### src/pkg/csf_pkg.sv
package csf_pkg;

	// register offsets inside the serial register map
	localparam logic [7:0] CSF_OFS_WORD_A     = 8'h1E;
	localparam logic [7:0] CSF_OFS_WORD_B     = 8'h1F;
	localparam logic [7:0] CSF_OFS_PROT       = 8'h20;

	// reset values
	localparam logic [7:0] CSF_RST_WORD_A     = 8'h00;
	localparam logic [7:0] CSF_RST_WORD_B     = 8'h00;
	localparam logic [7:0] CSF_RST_PROT       = 8'h00;
	localparam logic [7:0] CSF_RST_UNMAPPED   = 8'h00;
	localparam logic [7:0] CSF_RST_PTR        = 8'h00;

	// charger_condition_word_a fields
	localparam int CSF_A_PAIR_TWO_BIT         = 7;
	localparam int CSF_A_PAIR_ONE_BIT         = 6;
	localparam int CSF_A_ADC_DONE_BIT         = 5;
	localparam int CSF_A_MIN_SYS_BIT          = 4;
	localparam int CSF_A_FAST_TMR_BIT         = 3;
	localparam int CSF_A_TRICKLE_TMR_BIT      = 2;
	localparam int CSF_A_PRE_TMR_BIT          = 1;

	// charger_condition_word_b fields
	localparam int CSF_B_BOOST_LOW_BIT        = 4;
	localparam int CSF_B_COLD_BIT             = 3;
	localparam int CSF_B_COOL_BIT             = 2;
	localparam int CSF_B_WARM_BIT             = 1;
	localparam int CSF_B_HOT_BIT              = 0;

	// protection_condition_word fields
	localparam int CSF_P_DISCH_LIMIT_BIT      = 7;
	localparam int CSF_P_BUS_OV_BIT           = 6;
	localparam int CSF_P_BAT_OV_BIT           = 5;
	localparam int CSF_P_IN_OC_BIT            = 4;
	localparam int CSF_P_BAT_OC_BIT           = 3;
	localparam int CSF_P_CONV_OC_BIT          = 2;
	localparam int CSF_P_IN2_OV_BIT           = 1;
	localparam int CSF_P_IN1_OV_BIT           = 0;

	// serial port framing
	localparam logic [3:0] CSF_BITS_PER_BYTE  = 4'h8;
	localparam logic [6:0] CSF_DEF_DEV_ADDR   = 7'h2A; // arbitrary value

	typedef enum {
		CSF_ST_IDLE,
		CSF_ST_ADDR,
		CSF_ST_ADDR_ACK,
		CSF_ST_PTR,
		CSF_ST_PTR_ACK,
		CSF_ST_WDATA,
		CSF_ST_WDATA_ACK,
		CSF_ST_RDATA,
		CSF_ST_RDATA_ACK
	} csf_state_t;

endpackage

### src/core/csf_regs.sv
`timescale 1ns/1ps

// Overview of operation
// - word A bits 7 and 6 show second and first input blocking pair fitted.
// - word A bit 5 is one when the one-shot conversion has finished.
// - word A bit 4 is one while minimum system voltage regulation holds.
// - word A bits 3,2,1 show fast, trickle, precharge safety timer expired.
// - word A at 1Eh, read-only, zero at reset, bit 0 reads zero.
// - word B at 1Fh, read-only, zero at reset, bits 7 to 5 zero.
// - word B bit 4 is one when battery too low for boost.
// - word B bit 3 is one in the cold thermistor zone.
// - word B bit 2 is one in the cool thermistor zone.
// - word B bit 1 is one in the warm thermistor zone.
// - word B bit 0 is one in the hot thermistor zone.
// - protection word at 20h, eight read-only fields, zero at reset.
// - protection bit 7 is one while discharge current is being limited.
// - protection bits 6,5,1,0 show bus, battery, second, first input overvoltage.
// - protection bits 4 and 3 show input and battery overcurrent.
// - protection bit 2 is one while converter overcurrent protection is active.
module csf_regs
	import csf_pkg::*;
#(
	parameter logic [6:0] DEV_ADDR = CSF_DEF_DEV_ADDR
) (
	input  wire logic clk,
	input  wire logic nrst,
	// serial port, open drain data line
	input  wire logic scl_i,
	input  wire logic sda_i,
	output logic      sda_o,
	output logic      sda_oe,
	// live conditions from the analog detectors
	input  wire logic input_pair_two_fitted,
	input  wire logic input_pair_one_fitted,
	input  wire logic adc_one_shot_done,
	input  wire logic min_system_regulating,
	input  wire logic fast_charge_timer_expired,
	input  wire logic trickle_timer_expired,
	input  wire logic precharge_timer_expired,
	input  wire logic battery_too_low_for_boost,
	input  wire logic thermistor_cold_zone,
	input  wire logic thermistor_cool_zone,
	input  wire logic thermistor_warm_zone,
	input  wire logic thermistor_hot_zone,
	input  wire logic discharge_current_limiting,
	input  wire logic bus_input_overvoltage,
	input  wire logic battery_overvoltage,
	input  wire logic input_overcurrent,
	input  wire logic battery_overcurrent,
	input  wire logic converter_overcurrent,
	input  wire logic second_input_overvoltage,
	input  wire logic first_input_overvoltage
);

	logic [7:0] raw_a;
	logic [7:0] raw_b;
	logic [7:0] raw_p;
	logic [7:0] charger_condition_word_a;
	logic [7:0] charger_condition_word_b;
	logic [7:0] protection_condition_word;
	logic [1:0] pins;

	// place each detector on its field; reserved bits stay tied low
	always_comb begin
		raw_a = CSF_RST_WORD_A;
		raw_a[CSF_A_PAIR_TWO_BIT]    = input_pair_two_fitted;
		raw_a[CSF_A_PAIR_ONE_BIT]    = input_pair_one_fitted;
		raw_a[CSF_A_ADC_DONE_BIT]    = adc_one_shot_done;
		raw_a[CSF_A_MIN_SYS_BIT]     = min_system_regulating;
		raw_a[CSF_A_FAST_TMR_BIT]    = fast_charge_timer_expired;
		raw_a[CSF_A_TRICKLE_TMR_BIT] = trickle_timer_expired;
		raw_a[CSF_A_PRE_TMR_BIT]     = precharge_timer_expired;
		raw_b = CSF_RST_WORD_B;
		raw_b[CSF_B_BOOST_LOW_BIT]   = battery_too_low_for_boost;
		raw_b[CSF_B_COLD_BIT]        = thermistor_cold_zone;
		raw_b[CSF_B_COOL_BIT]        = thermistor_cool_zone;
		raw_b[CSF_B_WARM_BIT]        = thermistor_warm_zone;
		raw_b[CSF_B_HOT_BIT]         = thermistor_hot_zone;
		raw_p = CSF_RST_PROT;
		raw_p[CSF_P_DISCH_LIMIT_BIT] = discharge_current_limiting;
		raw_p[CSF_P_BUS_OV_BIT]      = bus_input_overvoltage;
		raw_p[CSF_P_BAT_OV_BIT]      = battery_overvoltage;
		raw_p[CSF_P_IN2_OV_BIT]      = second_input_overvoltage;
		raw_p[CSF_P_IN1_OV_BIT]      = first_input_overvoltage;
		raw_p[CSF_P_IN_OC_BIT]       = input_overcurrent;
		raw_p[CSF_P_BAT_OC_BIT]      = battery_overcurrent;
		raw_p[CSF_P_CONV_OC_BIT]     = converter_overcurrent;
	end

	// status words are the synchronised live levels, no latching
	csf_sync #(.W(8)) u_sync_a (
		.clk  (clk),
		.nrst (nrst),
		.din  (raw_a),
		.dout (charger_condition_word_a)
	);

	csf_sync #(.W(8)) u_sync_b (
		.clk  (clk),
		.nrst (nrst),
		.din  (raw_b),
		.dout (charger_condition_word_b)
	);

	csf_sync #(.W(8)) u_sync_p (
		.clk  (clk),
		.nrst (nrst),
		.din  (raw_p),
		.dout (protection_condition_word)
	);

	// pins pass inverted, so the filter's zero reset reads as an idle high bus (no false edge)
	csf_sync #(.W(2)) u_sync_pins (
		.clk  (clk),
		.nrst (nrst),
		.din  (~{scl_i, sda_i}),
		.dout (pins)
	);

	logic scl;
	logic sda;
	assign scl = ~pins[1];
	assign sda = ~pins[0];

	// ------------------------------------------------------------------
	// bus event detection
	// ------------------------------------------------------------------
	logic scl_q;
	logic sda_q;
	logic next_scl_q;
	logic next_sda_q;
	logic scl_rise;
	logic scl_fall;
	logic start_seen;
	logic stop_seen;

	// edges are judged on the filtered levels, so a bounce cannot fake one
	always_comb begin
		next_scl_q = scl;
		next_sda_q = sda;
		scl_rise   = scl & ~scl_q;
		scl_fall   = ~scl & scl_q;
		start_seen = scl & scl_q & sda_q & ~sda;
		stop_seen  = scl & scl_q & ~sda_q & sda;
	end

	always_ff @(posedge clk or negedge nrst) begin
		if (!nrst) begin
			scl_q <= 1'b1;
			sda_q <= 1'b1;
		end else begin
			scl_q <= next_scl_q;
			sda_q <= next_sda_q;
		end
	end

	// ------------------------------------------------------------------
	// read mux: pure selection, a read never changes a status bit
	// ------------------------------------------------------------------
	function automatic logic [7:0] read_word(input logic [7:0] ofs,
	                                         input logic [7:0] wa,
	                                         input logic [7:0] wb,
	                                         input logic [7:0] wp);
		logic [7:0] val;
		case (ofs)
			CSF_OFS_WORD_A: val = wa;
			CSF_OFS_WORD_B: val = wb;
			CSF_OFS_PROT:   val = wp;
			default:        val = CSF_RST_UNMAPPED;
		endcase
		return val;
	endfunction

	// ------------------------------------------------------------------
	// serial slave state machine
	// ------------------------------------------------------------------
	csf_state_t state;
	csf_state_t next_state;
	logic [7:0] shreg;
	logic [7:0] next_shreg;
	logic [7:0] txreg;
	logic [7:0] next_txreg;
	logic [7:0] ptr;
	logic [7:0] next_ptr;
	logic [3:0] bitcnt;
	logic [3:0] next_bitcnt;
	logic       rw;
	logic       next_rw;
	logic       nack;
	logic       next_nack;
	logic       next_sda_oe;
	logic [7:0] rd_val;

	assign rd_val = read_word(ptr, charger_condition_word_a,
	                          charger_condition_word_b, protection_condition_word);

	// bits are taken on scl rise; the line is only changed after scl fall
	always_comb begin
		next_state  = state;
		next_shreg  = shreg;
		next_txreg  = txreg;
		next_ptr    = ptr;
		next_bitcnt = bitcnt;
		next_rw     = rw;
		next_nack   = nack;
		next_sda_oe = sda_oe;
		if (start_seen) begin
			// repeated start keeps the pointer for a combined write-read
			next_state  = CSF_ST_ADDR;
			next_bitcnt = 4'h0;
			next_sda_oe = 1'b0;
		end else if (stop_seen) begin
			next_state  = CSF_ST_IDLE;
			next_sda_oe = 1'b0;
		end else if (scl_rise) begin
			case (state)
				CSF_ST_ADDR, CSF_ST_PTR, CSF_ST_WDATA: begin
					next_shreg  = {shreg[6:0], sda};
					next_bitcnt = bitcnt + 4'h1;
				end
				CSF_ST_RDATA: begin
					next_bitcnt = bitcnt + 4'h1;
				end
				CSF_ST_RDATA_ACK: begin
					next_nack = sda;
				end
				default: begin
				end
			endcase
		end else if (scl_fall) begin
			case (state)
				CSF_ST_ADDR: begin
					if (bitcnt == CSF_BITS_PER_BYTE) begin
						if (shreg[7:1] == DEV_ADDR) begin
							next_rw     = shreg[0];
							next_sda_oe = 1'b1;
							next_state  = CSF_ST_ADDR_ACK;
						end else begin
							// other device addressed; stay off the line until the next start
							next_state = CSF_ST_IDLE;
						end
					end
				end
				CSF_ST_ADDR_ACK: begin
					next_bitcnt = 4'h0;
					if (rw) begin
						next_txreg  = rd_val;
						next_sda_oe = ~rd_val[7];
						next_state  = CSF_ST_RDATA;
					end else begin
						next_sda_oe = 1'b0;
						next_state  = CSF_ST_PTR;
					end
				end
				CSF_ST_PTR: begin
					if (bitcnt == CSF_BITS_PER_BYTE) begin
						next_ptr    = shreg;
						next_sda_oe = 1'b1;
						next_state  = CSF_ST_PTR_ACK;
					end
				end
				CSF_ST_PTR_ACK, CSF_ST_WDATA_ACK: begin
					next_sda_oe = 1'b0;
					next_bitcnt = 4'h0;
					next_state  = CSF_ST_WDATA;
				end
				CSF_ST_WDATA: begin
					// all words here are read-only: data is acknowledged and dropped
					if (bitcnt == CSF_BITS_PER_BYTE) begin
						next_ptr    = ptr + 8'h01;
						next_sda_oe = 1'b1;
						next_state  = CSF_ST_WDATA_ACK;
					end
				end
				CSF_ST_RDATA: begin
					if (bitcnt == CSF_BITS_PER_BYTE) begin
						next_sda_oe = 1'b0;
						next_ptr    = ptr + 8'h01;
						next_state  = CSF_ST_RDATA_ACK;
					end else begin
						next_txreg  = {txreg[6:0], 1'b0};
						next_sda_oe = ~txreg[6];
					end
				end
				CSF_ST_RDATA_ACK: begin
					next_bitcnt = 4'h0;
					if (nack) begin
						next_sda_oe = 1'b0;
						next_state  = CSF_ST_IDLE;
					end else begin
						// byte is sampled at its first bit, so it is coherent per word
						next_txreg  = rd_val;
						next_sda_oe = ~rd_val[7];
						next_state  = CSF_ST_RDATA;
					end
				end
				default: begin
				end
			endcase
		end
	end

	always_ff @(posedge clk or negedge nrst) begin
		if (!nrst) begin
			state  <= CSF_ST_IDLE;
			shreg  <= 8'h00;
			txreg  <= 8'h00;
			ptr    <= CSF_RST_PTR;
			bitcnt <= 4'h0;
			rw     <= 1'b0;
			nack   <= 1'b0;
			sda_oe <= 1'b0;
			sda_o  <= 1'b0;
		end else begin
			state  <= next_state;
			shreg  <= next_shreg;
			txreg  <= next_txreg;
			ptr    <= next_ptr;
			bitcnt <= next_bitcnt;
			rw     <= next_rw;
			nack   <= next_nack;
			sda_oe <= next_sda_oe;
			sda_o  <= 1'b0; // open drain: only ever pulls low
		end
	end

endmodule

### src/core/csf_sync.sv
`timescale 1ns/1ps

// three-stage synchroniser; the output moves only when stages two and three agree
module csf_sync #(
	parameter int W = 8
) (
	input  wire logic         clk,
	input  wire logic         nrst,
	input  wire logic [W-1:0] din,
	output logic      [W-1:0] dout
);

	logic [W-1:0] s1;
	logic [W-1:0] s2;
	logic [W-1:0] s3;
	logic [W-1:0] next_dout;

	// per bit, accept the value only after it has held for two samples
	always_comb begin
		for (int i = 0; i < W; i++) begin
			next_dout[i] = (s2[i] == s3[i]) ? s3[i] : dout[i];
		end
	end

	// first stage feeds the second stage only, to keep metastability contained
	always_ff @(posedge clk or negedge nrst) begin
		if (!nrst) begin
			s1   <= '0;
			s2   <= '0;
			s3   <= '0;
			dout <= '0;
		end else begin
			s1   <= din;
			s2   <= s1;
			s3   <= s2;
			dout <= next_dout;
		end
	end

endmodule

### config.mk
export PLATFORM = sky130hd
export DESIGN_NAME = csf_regs
export DESIGN_NICKNAME = d
export VERILOG_FILES = /design/src/pkg/csf_pkg.sv /design/src/core/csf_regs.sv /design/src/core/csf_sync.sv
export SDC_FILE = /design/constraint.sdc
export NUM_CORES = 1
export LEC_CHECK = 0
export ABC_AREA = 0
export BUFFER_PORTS_ARGS = -buffer_cell sky130_fd_sc_hd__buf_4
export CORE_UTILIZATION = 24
export CTS_BUF_LIST = sky130_fd_sc_hd__clkbuf_8
export DETAILED_ROUTE_END_ITERATION = 16
export GPL_TIMING_DRIVEN = 0
export HOLD_SLACK_MARGIN = 0.15
export PLACE_DENSITY = 0.38
export SLEW_MARGIN = 20
export SYNTH_ARGS = -nofsm -noshare
export SYNTH_HDL_FRONTEND = slang
export SYNTH_SLANG_ARGS = --single-unit
### constraint.sdc
create_clock -name clk -period 2 [get_ports clk]
set_input_delay 0.5 -clock clk [delete_from_list [all_inputs] [get_ports clk]]
set_output_delay 0.5 -clock clk [all_outputs]
set_load 0.03 [all_outputs]
==> flow_summary.toml <==
[routing]
wire_per_inst_um = 13.71
drt_iter0_markers = 174
drtAntennaViolNets = 0
via_count = 3062
drtPass1Iterations = 5
drc = 0
finalWirelength_um = 9787
viasPerCell = 4.289

[synthesis]
synthFlopType = "dfrtp_1"
syn_avg_cell_area_um2 = 13.23
synth_seq_cells = 124
synth_compound_area_share_pct = 12.49
synth_cell_types = 65
synthCells = 365
syn-cell-area_um2 = 4828
ys_seq_area_share_pct = 64.32
synth-simple-area-share_pct = 9.951
synth_xor_area_share_pct = 0.1814
synthMuxAreaShare_pct = 3.395
yosys_warnings = 0
synth_top_family_by_area = "compound AO/OA/AOI/OAI gates"
async_reset_ff_share_pct = 100.0
synth_fa_ha_area_share_pct = 6.634
synth_edf_count = 0
synth_nets = 397

[die]
row_count = 51
ios = 26
die_y_um = 143.8
die_w_um = 143.8
core_um2 = 19590
die-area_um2 = 20690
initial_core_util_pct = 24.65

[grt]
grt_overflow_total = 0
grt_max_degree = 74
grt_use_total_pct = 10.42
antenna_found_initial = 0
grt_pass1_vias = 3086
grt_pass1_wl_um = 16140

[clock_tree]
clk_latency_ns = 0.43
clkTransAtPathRegs_ns = 0.08
cts_root_buf = "clkbuf_8"
htreeDepth = 4
clockBufferDepth = 2
cts_made_buffers = 17
clock_sinks = 124
cts_tree = "built"

[layout]
final_nets = 469
diodes = 0
num-fill-cells = 1988
multi_input_area_um2 = 1719
syn_to_final_growth_pct = 28.87
final_cell_area_um2 = 6222
register_area_um2 = 3107
layout-drive-gt1-share_pct = 29.18
fin_cells = 714

[sta]
tns_ns = 0
relSlewSlack_pct = 61.71
worst_slew_pin_slew_ns = 0.5700
hold_violations = 0
rsz0062_at_grt = "true"
skew_ns = 0.01049
fmax_ghz = 0.5145
fin_crit_sh_pct = 97.19
timing.final.crit_period_ns = 1.944
slew_viol_final = 0
hold_ws_ns = 0.2124
setup_viol = 0

[place]
hpwl_um = 6307
dpl.cell_count = 655
port_buffers = 24
dpl-instance-area_um2 = 5371
gp_congestion = 0.8119

[hold_path]
whs_path_depth = 2
hold_start = "sda_i"
min_delay_worst_endpoint = "u_sync_pins.s1[0]$_DFF_PN0_"
hp-class = "in2reg"

[setup_path]
cp_max_fo = 5
required_ns = 2.32
critical_path_class = "reg2reg"
end_kind = "flip-flop"
critPathArrivalTime_ns = 2.27
reg2reg_depth = 5
crit-reg2reg-launch = "state[1]$_DFFE_PN0P_"
reg2reg_slack_ns = 0.06
start_kind = "flip-flop"
timing.rr.end = "txreg[6]$_DFFE_PN0P_"

[power]
seqPwrFrac_pct = 49.7
share_comb_of_total_power_pct = 8.6
p_clk_share_pct = 41.8
irDropWorstVdd_mv = 0.4103
netSwitchingPower_mw = 1.396
powerDensity_nw_per_um2 = 901.9
netSwitchingFraction_pct = 24.88
power_leakage_nw = 2.575
internal-power_mw = 4.215

[outcome]
status = "finished, final reports clean"

[run]
cap_violations = 0
## stage by stage
stage	total power [mW]	setup slack [ns]	utilization, %
2_1_floorplan	3.031	0.06804	-
3_3_place_gp	3.213	-0.2533	27.26
3_5_place_dp	3.237	-0.2603	27.42
4_1_cts	5.691	0.0004088	31.03
5_1_grt	5.917	-0.05186	31.76
6_report	5.612	0.05622	31.76
## cell usage in the layout, fill, tap and decap left out, drive strengths merged, types with 7 or more instances in the layout
cell type,Yosys,final
a21oi,15,15
nand2,24,24
nand3,7,7
a2bb2oi,8,8
buf,10,42
ha,8,8
dfrtp,122,122
dlygate4sd3,0,21
clkbuf,3,22
maj3,22,22
nor2,8,8
inv,18,20
o21ai,21,21
mux2,11,11
## Yosys cell counts (2+ instances only)
cell / count / area share [%]
dfstp_2: 2 / 1.1
o22ai_1: 3 / 0.39
mux2i_1: 4 / 0.83
a22oi_1: 3 / 0.47
o22a_1: 3 / 0.54
o2bb2ai_1: 2 / 0.36
nand2_1: 24 / 1.9
or3_1: 2 / 0.26
inv_1: 18 / 1.4
nor2b_1: 6 / 0.78
or4b_2: 2 / 0.41
nand2b_1: 6 / 0.78
nand3b_1: 3 / 0.47
a2bb2oi_1: 8 / 1.5
a21oi_2: 5 / 0.91
a21o_1: 2 / 0.31
maj3_1: 22 / 4.6
o21ai_0: 19 / 2.0
a222oi_1: 4 / 0.83
nor4b_1: 3 / 0.54
nand4_1: 2 / 0.26
clkbuf_1: 3 / 0.23
buf_4: 3 / 0.47
nor2_1: 8 / 0.62
o21ai_1: 2 / 0.21
dfrtp_1: 122 / 63
buf_2: 6 / 0.62
nor3_1: 4 / 0.41
a21oi_1: 10 / 1.0
mux2_2: 11 / 2.6
nand3_1: 7 / 0.73
o2111ai_1: 2 / 0.36
ha_1: 8 / 2.1
and4_1: 2 / 0.36
a31oi_1: 4 / 0.52
## worst max path at each step
stage	end	from	slack, ns
final	txreg[6]$_DFFE_PN0P_	state[1]$_DFFE_PN0P_	0.06
after global routing	state[0]$_DFFE_PN0P_	state[1]$_DFFE_PN0P_	-0.05
after CTS	shreg[1]$_DFFE_PN0P_	u_sync_pins.dout[1]$_DFFE_PN0N_	0.0004
after detailed placement	txreg[2]$_DFFE_PN0P_	ptr[2]$_DFFE_PN0P_	-0.26
after global placement	txreg[3]$_DFFE_PN0P_	ptr[2]$_DFFE_PN0P_	-0.25
after floorplan	ptr[0]$_DFFE_PN0P_	scl_q$_DFF_PN1_	0.07
## cells by family after synthesis
| logic type | Yosys count |
|---|---|
| multiplexers | 15 |
| flip-flops | 124 |
| buffers and inverters | 31 |
| other | 1 |
| AND/OR/NAND/NOR | 81 |
| XOR/XNOR | 1 |
| AO/OA/AOI/OAI | 82 |
| adder cells (fa/ha/maj) | 30 |
## state kept, by name (all words and copies together) (netlist names), 4 cells and up
name and cells:
u_sync_a.s2 7, shreg 8, u_sync_p.s2 8, txreg 7, u_sync_b.s1 5, u_sync_p.dout 8
u_sync_b.dout 5, u_sync_b.s3 5, u_sync_b.s2 5, bitcnt 4, u_sync_a.s1 7, u_sync_p.s3 8
ptr 8, u_sync_p.s1 8, state 4, u_sync_a.dout 7, u_sync_a.s3 7
## layout make-up
| type | instances | area share [%] |
|---|---|---|
| plain buffers | 10 | 1.227 |
| clock buffers | 19 | 4.203 |
| clock inverters | 12 | 2.614 |
| inverters | 18 | 1.086 |
| multi-input cells | 210 | 27.63 |
| flip-flops and latches | 124 | 49.93 |
| well taps | 265 | 5.329 |
| repair buffers | 56 | 7.983 |
## repair_timing
action / CTS / global route
gates resized for setup: 13 / 29
buffers inserted: 3 / 7
hold endpoints to repair: 69 / 0
setup endpoints to repair: 18 / 25
pin swaps: 3 / 9
hold buffers: 21 / 0
## layer usage
| layer | vias to the layer above | routed length [um] | global-route usage [%] |
|---|---|---|---|
| met5 | - | 0 | 0 |
| met4 | 0 | 144 | 3.583 |
| met3 | 12 | 436 | 3.799 |
| met2 | 69 | 4413 | 15.36 |
| met1 | 1515 | 4792 | 13.98 |
| li1 | 1466 | - | - |
## critical path, stage by stage (launching register included)
cell and delay (ns):
dfrtp_1 0.43, or4b_4 0.59, o32ai_2 0.20, o2111ai_4 0.20
buf_4 0.17, mux2_2 0.25
## power by group through the flow
stage | Clock (mW) | Combinational (mW) | Sequential [mW]
global placement | 0 | 0.380 | 2.83
finish | 2.34 | 0.481 | 2.79
detailed placement | 0 | 0.400 | 2.84
floorplan | 0 | 0.231 | 2.80
global route | 2.56 | 0.544 | 2.81
CTS | 2.45 | 0.449 | 2.79
(Power assumes the default switching activity.)
